<file path="config.mk">
export PLATFORM = sky130hd
export DESIGN_NAME = uhpp_host_port
export DESIGN_NICKNAME = d
export VERILOG_FILES = /design/src/uhpp_pkg.sv /design/src/uhpp_host_port.sv /design/src/uhpp_sync3.sv
export SDC_FILE = /design/constraint.sdc
export NUM_CORES = 1
export LEC_CHECK = 0
export ABC_AREA = 1
export BUFFER_PORTS_ARGS = -buffer_cell sky130_fd_sc_hd__buf_2
export CORE_MARGIN = 2
export CORE_UTILIZATION = 56
export DETAILED_ROUTE_END_ITERATION = 12
export PLACE_DENSITY = 0.82
export SLEW_MARGIN = 40
export SYNTH_ARGS = -nofsm -noshare
export SYNTH_HDL_FRONTEND = slang
export SYNTH_SLANG_ARGS = --single-unit
</file>
<file path="constraint.sdc">
create_clock -name ref_clk_i -period 1.5 [get_ports ref_clk_i]
set_input_delay 0.15 -clock ref_clk_i [delete_from_list [all_inputs] [get_ports ref_clk_i]]
set_output_delay 0.15 -clock ref_clk_i [all_outputs]
set_load 0.05 [all_outputs]
</file>
<file path="src/uhpp_pkg.sv">
package uhpp_pkg;

   // register indices on the three address lines
   localparam logic [2:0] ADDR_DATA = 3'h0;
   localparam logic [2:0] ADDR_IER = 3'h1;
   localparam logic [2:0] ADDR_IIR_FCR = 3'h2;
   localparam logic [2:0] ADDR_LCR = 3'h3;
   localparam logic [2:0] ADDR_MCR = 3'h4;
   localparam logic [2:0] ADDR_LSR = 3'h5;
   localparam logic [2:0] ADDR_MSR = 3'h6;
   localparam logic [2:0] ADDR_SCR = 3'h7;

   // field positions
   localparam int LCR_DLAB_BIT = 7;
   localparam int MCR_VOICE_BIT = 2;
   localparam int IER_RX_BIT = 0;
   localparam int IER_THRE_BIT = 1;
   localparam int IER_LINE_BIT = 2;
   localparam int IER_MODEM_BIT = 3;

   // interrupt identification codes
   localparam logic [3:0] IIR_NONE = 4'h1;
   localparam logic [3:0] IIR_LINE = 4'h6;
   localparam logic [3:0] IIR_RX = 4'h4;
   localparam logic [3:0] IIR_THRE = 4'h2;
   localparam logic [3:0] IIR_MODEM = 4'h0;

   // reset values
   localparam logic [3:0] IER_RESET = 4'h0;
   localparam logic [7:0] LCR_RESET = 8'h00;
   localparam logic [4:0] MCR_RESET = 5'h00;
   localparam logic [7:0] BYTE_RESET = 8'h00;
   localparam logic [3:0] NIB_RESET = 4'h0;

   // host pins as one bundle through the synchroniser
   typedef struct packed {
      logic par;
      logic handset;
      logic cs_n;
      logic wr_n;
      logic rd_n;
      logic [2:0] addr;
      logic [7:0] data;
   } uhpp_pins_s;

   localparam uhpp_pins_s PINS_IDLE = '{par: 1'b0, handset: 1'b0, cs_n: 1'b1, wr_n: 1'b1,
                                       rd_n: 1'b1, addr: 3'h0, data: 8'h00};

endpackage : uhpp_pkg

</file>
<file path="src/uhpp_host_port.sv">
`timescale 1ns/1ps
module uhpp_host_port (
   input wire logic ref_clk_i,
   input wire logic rstn_i,
   input wire logic parallel_interface_select_i,
   input wire logic host_chip_select_n_i,
   input wire logic host_write_strobe_n_i,
   input wire logic host_read_strobe_n_i,
   input wire logic [2:0] host_register_address_i,
   input wire logic [7:0] host_data_bus_i,
   output logic [7:0] host_data_bus_o,
   output logic host_data_bus_oe_o,
   output logic host_interrupt_out_o,
   output logic voice_relay_n_o,
   input wire logic handset_current_sense_i,
   output logic handset_off_hook_o,
   input wire logic [7:0] rx_data_i,
   input wire logic rx_valid_i,
   input wire logic [3:0] rx_error_i,
   output logic [7:0] tx_data_o,
   output logic tx_valid_o,
   input wire logic tx_taken_i,
   input wire logic [3:0] modem_status_i,
   output logic [7:0] line_ctrl_o,
   output logic [4:0] modem_ctrl_o,
   output logic [15:0] divisor_o,
   output logic [7:0] fifo_ctrl_o
);
   uhpp_pkg::uhpp_pins_s pins_raw;
   uhpp_pkg::uhpp_pins_s pins;
   logic sel;
   logic wr_act;
   logic rd_act;
   logic wr_act_r;
   logic rd_act_r;
   logic wr_start;
   logic rd_start;
   logic dlab;
   logic [3:0] ier_r;
   logic [7:0] lcr_r;
   logic [4:0] mcr_r;
   logic [7:0] dll_r;
   logic [7:0] dlm_r;
   logic [7:0] scr_r;
   logic [7:0] fcr_r;
   logic [7:0] rbr_r;
   logic dr_r;
   logic [3:0] err_r;
   logic thre_r;
   logic thri_r;
   logic [3:0] msr_prev_r;
   logic [3:0] msr_delta_r;
   logic [3:0] pend;
   logic [3:0] iir_code;
   logic [7:0] rd_val;
   logic [7:0] rdata_r;
   logic int_r;
   logic wr_thr;
   logic rd_rbr;
   logic rd_iir;
   logic rd_lsr;
   logic rd_msr;

   assign pins_raw = '{par: parallel_interface_select_i, handset: handset_current_sense_i,
                       cs_n: host_chip_select_n_i, wr_n: host_write_strobe_n_i,
                       rd_n: host_read_strobe_n_i, addr: host_register_address_i,
                       data: host_data_bus_i};

   uhpp_sync3 #(
      .WIDTH($bits(uhpp_pkg::uhpp_pins_s)),
      .RESET_VAL(uhpp_pkg::PINS_IDLE)
   ) u_sync (
      .ref_clk_i(ref_clk_i),
      .rstn_i(rstn_i),
      .async_i(pins_raw),
      .level_o(pins)
   );

   // bus cycle qualification
   assign sel = pins.par & ~pins.cs_n;
   assign wr_act = sel & ~pins.wr_n;
   assign rd_act = sel & ~pins.rd_n & pins.wr_n;
   assign wr_start = wr_act & ~wr_act_r;
   assign rd_start = rd_act & ~rd_act_r;
   assign dlab = lcr_r[uhpp_pkg::LCR_DLAB_BIT];

   always_ff @(posedge ref_clk_i) begin
      if (!rstn_i) begin
         wr_act_r <= 1'b0;
         rd_act_r <= 1'b0;
      end else begin
         wr_act_r <= wr_act;
         rd_act_r <= rd_act;
      end
   end

   // address decode of side-effect accesses
   assign wr_thr = wr_start && pins.addr == uhpp_pkg::ADDR_DATA && !dlab;
   assign rd_rbr = rd_start && pins.addr == uhpp_pkg::ADDR_DATA && !dlab;
   assign rd_iir = rd_start && pins.addr == uhpp_pkg::ADDR_IIR_FCR;
   assign rd_lsr = rd_start && pins.addr == uhpp_pkg::ADDR_LSR;
   assign rd_msr = rd_start && pins.addr == uhpp_pkg::ADDR_MSR;

   // host writes into control registers
   always_ff @(posedge ref_clk_i) begin
      if (!rstn_i) begin
         ier_r <= uhpp_pkg::IER_RESET;
         lcr_r <= uhpp_pkg::LCR_RESET;
         mcr_r <= uhpp_pkg::MCR_RESET;
         dll_r <= uhpp_pkg::BYTE_RESET;
         dlm_r <= uhpp_pkg::BYTE_RESET;
         scr_r <= uhpp_pkg::BYTE_RESET;
         fcr_r <= uhpp_pkg::BYTE_RESET;
      end else if (wr_start) begin
         case (pins.addr)
            uhpp_pkg::ADDR_DATA: if (dlab) dll_r <= pins.data;
            uhpp_pkg::ADDR_IER: begin
               if (dlab) dlm_r <= pins.data;
               else ier_r <= pins.data[3:0];
            end
            uhpp_pkg::ADDR_IIR_FCR: fcr_r <= pins.data;
            uhpp_pkg::ADDR_LCR: lcr_r <= pins.data;
            uhpp_pkg::ADDR_MCR: mcr_r <= pins.data[4:0];
            uhpp_pkg::ADDR_SCR: scr_r <= pins.data;
            default: ;
         endcase
      end
   end

   // transmit holding register handoff
   always_ff @(posedge ref_clk_i) begin
      if (!rstn_i) begin
         tx_data_o <= uhpp_pkg::BYTE_RESET;
         tx_valid_o <= 1'b0;
         thre_r <= 1'b1;
         thri_r <= 1'b0;
      end else begin
         tx_valid_o <= wr_thr;
         if (wr_thr) tx_data_o <= pins.data;
         thre_r <= tx_taken_i | (thre_r & ~wr_thr);
         thri_r <= tx_taken_i | (thri_r & ~wr_thr & ~(rd_iir && iir_code == uhpp_pkg::IIR_THRE));
      end
   end

   // receive data and line errors, set wins over clear
   always_ff @(posedge ref_clk_i) begin
      if (!rstn_i) begin
         rbr_r <= uhpp_pkg::BYTE_RESET;
         dr_r <= 1'b0;
         err_r <= uhpp_pkg::NIB_RESET;
      end else begin
         if (rx_valid_i) rbr_r <= rx_data_i;
         dr_r <= rx_valid_i | (dr_r & ~rd_rbr);
         err_r <= rx_error_i | {3'h0, rx_valid_i & dr_r} | (err_r & {4{~rd_lsr}});
      end
   end

   // modem status change tracking
   always_ff @(posedge ref_clk_i) begin
      if (!rstn_i) begin
         msr_prev_r <= uhpp_pkg::NIB_RESET;
         msr_delta_r <= uhpp_pkg::NIB_RESET;
      end else begin
         msr_prev_r <= modem_status_i;
         msr_delta_r <= (modem_status_i ^ msr_prev_r) | (msr_delta_r & {4{~rd_msr}});
      end
   end

   // interrupt sources, priority and output
   assign pend[uhpp_pkg::IER_RX_BIT] = dr_r & ier_r[uhpp_pkg::IER_RX_BIT];
   assign pend[uhpp_pkg::IER_THRE_BIT] = thri_r & ier_r[uhpp_pkg::IER_THRE_BIT];
   assign pend[uhpp_pkg::IER_LINE_BIT] = (|err_r) & ier_r[uhpp_pkg::IER_LINE_BIT];
   assign pend[uhpp_pkg::IER_MODEM_BIT] = (|msr_delta_r) & ier_r[uhpp_pkg::IER_MODEM_BIT];

   always_comb begin
      if (pend[uhpp_pkg::IER_LINE_BIT]) iir_code = uhpp_pkg::IIR_LINE;
      else if (pend[uhpp_pkg::IER_RX_BIT]) iir_code = uhpp_pkg::IIR_RX;
      else if (pend[uhpp_pkg::IER_THRE_BIT]) iir_code = uhpp_pkg::IIR_THRE;
      else if (pend[uhpp_pkg::IER_MODEM_BIT]) iir_code = uhpp_pkg::IIR_MODEM;
      else iir_code = uhpp_pkg::IIR_NONE;
   end

   always_ff @(posedge ref_clk_i) begin
      if (!rstn_i) int_r <= 1'b0;
      else int_r <= pins.par & (|pend);
   end

   // read mux and data bus drive
   always_comb begin
      case (pins.addr)
         uhpp_pkg::ADDR_DATA: rd_val = dlab ? dll_r : rbr_r;
         uhpp_pkg::ADDR_IER: rd_val = dlab ? dlm_r : {4'h0, ier_r};
         uhpp_pkg::ADDR_IIR_FCR: rd_val = {4'h0, iir_code};
         uhpp_pkg::ADDR_LCR: rd_val = lcr_r;
         uhpp_pkg::ADDR_MCR: rd_val = {3'h0, mcr_r};
         uhpp_pkg::ADDR_LSR: rd_val = {|err_r, thre_r, thre_r, err_r, dr_r};
         uhpp_pkg::ADDR_MSR: rd_val = {modem_status_i, msr_delta_r};
         uhpp_pkg::ADDR_SCR: rd_val = scr_r;
         default: rd_val = uhpp_pkg::BYTE_RESET;
      endcase
   end

   always_ff @(posedge ref_clk_i) begin
      if (!rstn_i) rdata_r <= uhpp_pkg::BYTE_RESET;
      else if (rd_start) rdata_r <= rd_val;
   end

   assign host_data_bus_o = rdata_r;
   assign host_data_bus_oe_o = rd_act_r & rd_act;
   assign host_interrupt_out_o = int_r;
   assign voice_relay_n_o = ~mcr_r[uhpp_pkg::MCR_VOICE_BIT];
   assign handset_off_hook_o = pins.handset;
   assign line_ctrl_o = lcr_r;
   assign modem_ctrl_o = mcr_r;
   assign divisor_o = {dlm_r, dll_r};
   assign fifo_ctrl_o = fcr_r;
endmodule : uhpp_host_port

</file>
<file path="src/uhpp_sync3.sv">
`timescale 1ns/1ps
module uhpp_sync3 #(
   parameter int WIDTH = 1,
   parameter logic [WIDTH-1:0] RESET_VAL = '0
) (
   input wire logic ref_clk_i,
   input wire logic rstn_i,
   input wire logic [WIDTH-1:0] async_i,
   output logic [WIDTH-1:0] level_o
);
   logic [WIDTH-1:0] s1_r;
   logic [WIDTH-1:0] s2_r;
   logic [WIDTH-1:0] s3_r;

   // level changes only once stages two and three agree
   always_ff @(posedge ref_clk_i) begin
      if (!rstn_i) begin
         s1_r <= RESET_VAL;
         s2_r <= RESET_VAL;
         s3_r <= RESET_VAL;
         level_o <= RESET_VAL;
      end else begin
         s1_r <= async_i;
         s2_r <= s1_r;
         s3_r <= s2_r;
         level_o <= (~(s2_r ^ s3_r) & s2_r) | ((s2_r ^ s3_r) & level_o);
      end
   end
endmodule : uhpp_sync3
</file>
==> results of run 1 <==
## layer usage
| metal | part of all wire, % | track usage [%] | wire length [um] | vias to the layer above |
|---|---|---|---|---|
| li1 | - | - | - | 2718 |
| met1 | 42 | 32.2 | 6160 | 2473 |
| met2 | 49 | 46.8 | 7270 | 225 |
| met3 | 7.2 | 6.87 | 1070 | 31 |
| met4 | 2.1 | 10.8 | 314 | 0 |
| met5 | 0 | 0 | 0 | - |
## synthesized netlist by cell type (6+ instances only)
| cell type | count | area (um2) |
|---|---|---|
| a21oi_1 | 54 | 270 |
| a31oi_1 | 8 | 50.1 |
| buf_2 | 6 | 30.0 |
| buf_4 | 6 | 45.0 |
| clkbuf_1 | 20 | 75.1 |
| dfxtp_1 | 156 | 3120 |
| inv_1 | 82 | 308 |
| inv_2 | 12 | 45.0 |
| nand2_1 | 132 | 495 |
| nand3_1 | 15 | 75.1 |
| nand4_1 | 7 | 43.8 |
| nor2_1 | 139 | 522 |
| o21ai_0 | 69 | 345 |
| o21ai_1 | 21 | 105 |
| or2_2 | 7 | 43.8 |
## path summary, 6_finish.rpt
| check | depth (start not counted) | start | end |
|---|---|---|---|
| hold / removal | 3 | rx_valid_i | rbr_r[3] |
| hold reg to reg | 2 | u_sync.s1_r[14] | u_sync.s2_r[14] |
| setup reg to reg | 6 | register | fifo_ctrl_o[5] |
| setup / recovery | 5 | register | host_data_bus_oe_o |
## kinds of logic (layout without fill, tap and decap cells)
kind of cell             Yosys count  after routing  synth area share [%]
AO/OA/AOI/OAI                    157            157                  13.8
AND/OR/NAND/NOR                  319            319                  22.8
adder cells (fa/ha/maj)            2              2                 0.343
flip-flops                       156            156                  53.5
XOR/XNOR                           4              4                 0.600
buffers and inverters            129            285                  8.93
## metrics by stage
stage,hold WS [ps],cell area [um2],std cells
after floorplan,243,5840,767
after global placement,329,6510,986
after detailed placement,336,6510,986
after CTS,1.64,7510,1057
after global routing,72.5,7610,1059
final,46.1,7610,1059
## power groups by stage
stage | registers [mW] | clock network [mW] | logic, mW
after global placement | 4.38 | 0 | 0.268
after floorplan | 4.37 | 0 | 0.188
after CTS | 4.29 | 4.14 | 0.355
after global routing | 4.30 | 4.34 | 0.411
after detailed placement | 4.38 | 0 | 0.275
final | 4.29 | 4.10 | 0.364
## layout make-up
cell class              count  area (um2)  share of cell area (%)
clock buffers              17         414                    5.44
clock inverters            14         150                    1.97
inverters                  95         369                    4.85
multi-input cells         482        2300                    30.2
flip-flops and latches    156        3140                    41.2
well taps                 136         170                    2.24
repair buffers            159        1080                    14.1
## repair_timing
| item | 4_1_cts | 5_1_grt |
|---|---|---|
| pin swaps | 4 | 6 |
| gates resized for setup | 14 | 35 |
| buffers inserted | 3 | 2 |
| endpoints found under the setup margin | 18 | 75 |
| hold buffers | 37 | 0 |
| hold endpoints to repair | 38 | 0 |
## worst reg2reg max path, stage by stage (launching register included)
cell and delay [ps]:
dfxtp_2 360, buf_4 170, nor3_4 330, nand2_2 190, inv_2 170, nor2_1 60, nor2_1 90
## layout by cell type, fill, tap and decap left out, types with 16 or more instances in the layout
cell type / Yosys / routed
o21ai_0: 69 / 62
clkbuf_16: 0 / 16
dlygate4sd3_1: 0 / 37
dfxtp_1: 156 / 148
nor2_1: 139 / 134
inv_1: 82 / 80
buf_4: 6 / 28
a21oi_1: 54 / 52
buf_2: 6 / 92
o21ai_1: 21 / 28
nand2_1: 132 / 129
==> metrics.md, run 1 <==
| Metric | Value |
|---|---|
| Routed WL per cell | 14.0 um |
| Switching Share | 23.7% |
| Clock Skews | 9.46 ps |
| Initial antenna violation count | 0 |
| GP Congestion | 0.937 |
| WP data arrival | 1370 ps |
| Synth-to-layout area growth | 30.3% |
| Starting Density | 57.1% |
| Critical path class | register to output pin |
| Die height | 106 um |
| Drt drc | 0 |
| Overall Power | between 8 and 9 mW |
| CP required | 1350 ps |
| Peak supply drop | 1.06 mV |
| Via count | between 5000 and 6000 |
| IO Pins | 94 |
| Post-layout util | 74.4% |
| Sequential share of power | 49.0% |
| Largest net degree at the start of global routing | 95 |
| CTS tree | done |
| Routed wire length | 14800 um |
| Clock Root Buffer | clkbuf_8 |
| Vias in the first global route | 5137 |
| Die Wd | approximately 110 um |
| Clock share of power | 46.8% |
| Share of cells above drive strength 1 | 23.0% |
| Final setup fails | 1 |
| RSZ-0062 raised after global routing | yes |
| Max Cap Viol | 0 |
| Synth unique cells | 32 |
| Final worst setup slack | -17.0 ps |
| Pre-CTS setup slack | -44.2 ps |
| GR Overflow Total | 0 |
| Core ar. | 10200 um2 |
| Slew @ Worst Pin | 535 ps |
| Total GRT Usage | 27.1% |
| Number of synthesis warnings | 0 |
| Prevailing post-synth register cell | dfxtp_1 |
| Worst path bufs/invs | 2 |
| Mapped cell area | 5840 um2 |
| Hold Crit Class | input pin to register |
| Ys async rst share | 0% |
| Crit path cell chain | inv_2 > nor2_4 > nand2_2 > nor2_4 > buf_8 |
| CTS max path bufs | 2 |
| Port Buffers | between 90 and 100 |
| Synthesized area per cell | ~7.6 um2 |
| DRT antenna net count | 0 |
| Fin. Hold Viols | 0 |
| CP max stage delay | 340 ps |
| Max-slew violations | 0 |
| Synthesized Nets | 803 |
| CP endpoint kind | output pin |
| Drt via density | 5.14 |
| Internal Pwr Total | 6.68 mW |
| Layout Nets | 947 |
| CP startpoint kind | register |
| DIE AREA | ~11000 um2 |
| Gate Count Post-Synth | between 700 and 800 |
| First-pass GRT wire length | 23900 um |
| Fin crit share | 101% |
| Clock transition at path regs | roughly 60 ps |
| Leakage | 3.55 nW |
| Most used cell, CP | nor2_4 |
| CTS buffer count | 17 |
| Minimum clock period | about 1500 ps |
| CP delay by family, top | flip-flops |
| Clk_lat worst skew | 540 ps |
| Sequential-to-total area share from yosys stat | between 50% and 60% |
| Cell Pwr Density | 1150 nW/um2 |
| Initial drt markers | 331 |
| Max_slew headroom | 64.3% |
| Crit-path max FO | 2 |
| Switch Pwr | 2.07 mW |
| Diode count | 0 |
| Fill count | 738 |
| Reg2Reg Setup Slack | 70 ps |
| Placed wire-length estimate | 9530 um |
| # rows | 37 |
| Failing checks | negative setup slack |
| Gate power share | ~4.2% |
| Yosys reg bits | 156 |
| Slowest CP cell | dfxtp_2 |
| Post-synth EDFFs | 0 |
| Setup TNS | -17.0 ps |
| Status | finished with violations |
| H-tree depth | 4 |
| 1st-pass router iterations | 6 |
| Fmax | between 600 and 700 MHz |
| Clock sink total | 156 |
Power figures use the tool's default switching activity.
==> inputs of run 2 (changes only) <==
Settings changed: CORE_UTILIZATION 56 to 58, CTS_BUF_LIST set to sky130_fd_sc_hd__clkbuf_8, PLACE_DENSITY 0.82 to 0.85.
==> metrics.md, run 2 (synthesis results as in run 1) <==
| Metric | Value |
|---|---|
| Die height | 104 um (-1.7%) |
| GP Congestion | 0.880 (-6.1%) |
| Peak supply drop | 0.773 mV (-27%) |
| DIE AREA | 10900 um2 (-3.3%) |
| Placed wire-length estimate | 10500 um (+9.8%) |
| Diode count | 0 (unchanged) |
| Critical path class | register to output pin |
| Multi-input gate area | 2250 um2 (-1.9%) |
| Share of cells above drive strength 1 | 21.8% (-1.2 points) |
| DRT antenna net count | 0 (unchanged) |
| 1st-pass router iterations | 5 (-1) |
| Core ar. | 9770 um2 (-4.5%) |
| Clock sink total | 156 (unchanged) |
| First-pass GRT wire length | 24800 um (+3.9%) |
| Clk_lat worst skew | 440 ps (-100 ps) |
| Initial antenna violation count | 0 (unchanged) |
| Total GRT Usage | 28.9% (+1.8 points) |
| RSZ-0062 raised after global routing | yes |
| Routed wire length | 15600 um (+5.1%) |
| Max_slew headroom | 61.2% (-3.0 points) |
| Cell Pwr Density | 1050 nW/um2 (-8.5%) |
| Status | finished, final reports clean |
| CP startpoint kind | register |
| Layout Nets | 941 (-0.63%) |
| Overall Power | 7.72 mW (-12%) |
| CTS tree | done |
| CTS max path bufs | 2 (unchanged) |
| Drt via density | 5.20 (+1.0%) |
| CP max stage delay | 330 ps (about the same) |
| Crit-path max FO | 2 (unchanged) |
| Sequential cell area | 3130 um2 (-0.16%) |
| Fin crit share | 99.7% (-1.4 points) |
| Routed WL per cell | 14.8 um (+5.9%) |
| Via count | 5460 (+0.24%) |
| Leakage | 3.45 nW (-2.8%) |
| Max-slew violations | 0 (unchanged) |
| Fin. Hold Viols | 0 (unchanged) |
| Drt drc | 0 (unchanged) |
| Worst path bufs/invs | 2 (unchanged) |
| Die Wd | 104 um (-1.7%) |
| Final setup fails | 0 (-1) |
| Starting Density | 59.8% (+2.7 points) |
| Clock transition at path regs | 80 ps (+20 ps) |
| Slowest CP cell | dfxtp_2 |
| GR Overflow Total | 0 (unchanged) |
| Max Cap Viol | 0 (unchanged) |
| Fill count | 743 (+0.68%) |
| Fmax | 669 MHz (+1.4%) |
| Crit path cell chain | inv_1 > nor2_2 > nand2_2 > nor2_4 > buf_8 |
| Clock Root Buffer | clkbuf_8 |
| Port Buffers | 93 (unchanged) |
| Largest net degree at the start of global routing | 78 (-18%) |
| WP data arrival | 1350 ps (-20 ps) |
| CTS buffer count | 17 (unchanged) |
| Commonest non-fill, non-tap cell in the layout | dfxtp_1 |
| Most frequent cells in the layout | 150 x dfxtp_1, 135 x nor2_1, 131 x nand2_1, 91 x buf_2, 81 x inv_1 |
| CP required | 1350 ps (about the same) |
| Initial drt markers | 364 (+10%) |
| # rows | 36 (-2.7%) |
| Slew @ Worst Pin | 581 ps (+45.6 ps) |
| CP delay by family, top | simple AND/OR/NAND/NOR gates |
| Minimum clock period | 1500 ps (-21.4 ps) |
| Clock Skews | 9.37 ps (-0.0828 ps) |
| H-tree depth | 4 (unchanged) |
| IO Pins | 94 (unchanged) |
| Hold Crit Class | input pin to register |
| CP endpoint kind | output pin |
| Synth-to-layout area growth | 25.7% |
| Vias in the first global route | 5247 (+2.1%) |
| WHS | 34.8 ps (-11.3 ps) |
[run 2: final timing paths]
kind         slack [ps]           start  depth (start not counted)                  to
max reg2reg          70        register                          8            scr_r[3]
min                  30   rx_error_i[0]                          3            err_r[0]
min reg2reg         410  u_sync.s1_r[5]                          2      u_sync.s2_r[5]
max                   4        register                          5  host_data_bus_oe_o
[run 2: layout make-up]
class | count | share of cell area (%)
multi-input combinational | 482 | 30.7
sequential | 156 | 42.6
timing repair buffer | 153 | 14.1
tap | 133 | 2.27
clock inverter | 14 | 1.99
inverter | 95 | 4.99
clock buffer | 18 | 3.37
[run 2: worst min-delay path, delay by kind of cell]
family | cells | cell delay (ps)
buf+inv | 1 | 80
compound gates | 2 | 200
[run 2: through the flow]
step                utilization [%]  std cells  instance area, um2  setup TNS [ps]  setup WS (ps)
detailed placement             66.7        984                6520               0           27.2
global route                   75.2       1051                7350            -557          -77.9
finish                         75.2       1051                7350               0           4.44
CTS                            74.6       1051                7290               0          0.959
floorplan                         -        767                5840               0           47.0
global placement               66.7        984                6520               0           70.9
[run 2: where the power goes]
part / switching [mW] / leakage [nW] / total [mW] / internal [mW]
registers: 0.0564 / 1.27 / 4.29 / 4.23
clock network: 1.55 / 0.200 / 3.08 / 1.52
logic: 0.182 / 1.98 / 0.358 / 0.176
total: 1.79 / 3.45 / 7.72 / 5.93
[run 2: what timing repair did]
action / 4_1_cts / 5_1_grt
pin swaps: 2 / 3
buffers inserted: 3 / 0
hold buffers: 32 / 0
setup endpoints to repair: 1 / 56
resized for setup: 10 / 26
hold endpoints to repair: 32 / 0
gates cloned: 0 / 0
[run 2: layer usage]
metal  wire (um)  vias up  track usage, %
met1        6380     2558            35.4
met5           0        -               0
met3         915       30            6.58
met2        7910      180            49.6
met4         355        0            10.7
li1            -     2692               -
==> inputs of run 3 (changes only) <==
Settings changed: ABC_AREA 1 to not set.
==> metrics.md, run 3 <==
| Metric | Value |
|---|---|
| Fin. Hold Viols | 0 (unchanged) |
| Final setup fails | 39 (+39) |
| Placed insts | 867 (-12%) |
| CP startpoint kind | register |
| Synth top area share | 53.9% (+0.42 points) |
| # rows | 36 (unchanged) |
| Synthesized area per cell | 9.47 um2 (+24%) |
| CTS tree | done |
| Sequential-to-total area share from yosys stat | 53.9% (+0.42 points) |
| CP required | 1350 ps (about the same) |
| Critical path class | register to output pin |
| Slew @ Worst Pin | 571 ps (-10.6 ps) |
| H-tree depth | 4 (unchanged) |
| Crit-path max FO | 4 (+2) |
| Clock Skews | 18.3 ps (+8.95 ps) |
| DRT antenna net count | 0 (unchanged) |
| Leakage | 3.45 nW (-0.15%) |
| RSZ-0062 raised after global routing | yes |
| Yosys top cell by area | dfxtp_1 |
| Minimum clock period | 1640 ps (+144 ps) |
| Drt drc | 0 (unchanged) |
| Commonest non-fill, non-tap cell in the layout | dfxtp_1 |
| Total GRT Usage | 31.0% (+2.1 points) |
| CTS max path bufs | 2 (unchanged) |
| Clock sink total | 156 (unchanged) |
| Layout Nets | 836 (-11%) |
| DIE AREA | 10800 um2 (-0.75%) |
| Placed wire-length estimate | 11300 um (+7.7%) |
| Core ar. | 9730 um2 (-0.46%) |
| Die Wd | 104 um (-0.37%) |
| Synth unique cells | 48 (+50%) |
| Port Buffers | 93 (unchanged) |
| Drt via density | 5.70 (+9.8%) |
| Max_slew headroom | 61.9% (+0.71 points) |
| Peak supply drop | 1.05 mV (+35%) |
| Largest net degree at the start of global routing | 49 (-37%) |
| 1st-pass router iterations | 5 (unchanged) |
| Clock Root Buffer | clkbuf_8 |
| Final worst setup slack | -140 ps (-144 ps) |
| Final Instance Count excl. Fillers | 945 (-10%) |
| Clk_lat worst skew | 470 ps (+30 ps) |
| Most common cell in the netlist | dfxtp_1 |
| Vias in the first global route | 5096 (-2.9%) |
| Share of cells above drive strength 1 | 35.2% (+13 points) |
| Fin crit share | 109% (+9.6 points) |
| GP Congestion | 0.936 (+6.3%) |
| Synth-to-layout area growth | 40.3% |
| Mapped cell area | 5800 um2 (-0.77%) |
| Max Cap Viol | 0 (unchanged) |
| Prevailing post-synth register cell | dfxtp_1 |
| Ys async rst share | 0% (unchanged) |
| Pre-CTS setup slack | -74.3 ps (-102 ps) |
| Fmax | 610 MHz (-8.8%) |
| Starting Density | 59.6% (-0.19 points) |
| Cell Pwr Density | 950 nW/um2 (-9.6%) |
| Failing checks | negative setup slack |
| Synthesized Nets | 648 (-19%) |
| Number of synthesis warnings | 0 (unchanged) |
| Top cells by area, synth | dfxtp_1 54%, mux2i_1 8.3%, and2_1 4.6% |
| Via count | 5390 (-1.3%) |
| GR Overflow Total | 0 (unchanged) |
| Initial antenna violation count | 0 (unchanged) |
| First-pass GRT wire length | 26100 um (+5.1%) |
| Fill count | 572 (-23%) |
| CP endpoint kind | output pin |
| IO Pins | 94 (unchanged) |
| Status | finished with violations |
| Yosys reg bits | 156 (unchanged) |
| Post-synth EDFFs | 0 (unchanged) |
| Commonest cells post-synth | 156 x dfxtp_1, 57 x nand2_1, 56 x nor2_1 |
| Routed WL per cell | 19.2 um (+30%) |
| Most frequent cells in the layout | 148 x dfxtp_1, 93 x buf_2, 55 x nor2_1, 53 x buf_4, 46 x nand2_1 |
| CTS buffer count | 17 (unchanged) |
| Hold Crit Class | input pin to register |
| Die height | 104 um (-0.37%) |
| Diode count | 0 (unchanged) |
| WP data arrival | 1490 ps (+140 ps) |
| Gate Count Post-Synth | 612 (-20%) |
| Clock transition at path regs | 80 ps (about the same) |
| Initial drt markers | 373 (+2.5%) |
| Routed wire length | 18100 um (+17%) |
| Max-slew violations | 0 (unchanged) |
run 3: layout make-up:
cell class              instances  area (um2)  area share, %
well taps                     133         166           2.05
multi-input cells             409        2830           34.9
clock inverters                11         110           1.35
flip-flops and latches        156        3140           38.7
repair buffers                204        1560           19.1
clock buffers                  20         275           3.39
inverters                      12        45.0          0.554
run 3: kinds of logic (layout without fill, tap and decap cells):
kind of cell / after synthesis / after routing / share of synthesized area (%)
flip-flops: 156 / 156 / 53.9
AO/OA/AOI/OAI: 119 / 119 / 12.5
multiplexers: 51 / 51 / 8.87
AND/OR/NAND/NOR: 235 / 235 / 20.8
XOR/XNOR: 4 / 4 / 0.604
buffers and inverters: 47 / 247 / 3.41
run 3: critical path: stages (launching register included):
cell and delay [ps]:
dfxtp_4 370, nand4bb_1 230, buf_4 190, nor2_4 80, buf_6 160
run 3: path summary, 6_finish.rpt:
kind / start / endpoint / slack (ps) / depth (start not counted)
worst max-delay path: register / host_data_bus_oe_o / -140 / 4
worst min-delay path: rstn_i / register / 50 / 3
worst max register to register: register / modem_ctrl_o[1] / -130 / 7
worst min register to register: u_sync.s1_r[12] / u_sync.s2_r[12] / 410 / 1
run 3: metal layers:
| metal | track usage [%] | up-vias | wire length [um] |
|---|---|---|---|
| met5 | 0 | - | 0 |
| met1 | 38.9 | 2593 | 7080 |
| li1 | - | 2492 | - |
| met3 | 6.52 | 52 | 1360 |
| met4 | 13.2 | 0 | 581 |
| met2 | 52.0 | 253 | 9110 |
run 3: where the power goes:
| part | total, mW | switching, mW | internal [mW] |
|---|---|---|---|
| Combinational | 0.390 | 0.194 | 0.196 |
| Sequential | 4.28 | 0.0538 | 4.22 |
| Clock | 3.06 | 1.60 | 1.46 |
| Total | 7.72 | 1.85 | 5.88 |
run 3: repair_timing:
action	CTS	global route
hold endpoints to repair	34	0
endpoints found under the setup margin	52	54
setup buffers	5	6
resized for setup	26	97
gates cloned	1	2
hold buffers	33	0
pin swaps	3	27
run 3: stage by stage:
step	setup TNS [ps]	hold WS (ps)	cell area, um2	total power [mW]	util [%]
2_1_floorplan	-0.431	244	5830	4.53	-
3_3_place_gp	-367	331	6830	4.65	70.2
3_5_place_dp	-1440	337	6830	4.67	70.2
4_1_cts	-212	36.2	7680	7.70	79.0
5_1_grt	-3700	53.7	8130	7.96	83.6
6_report	-1310	47.6	8130	7.72	83.6
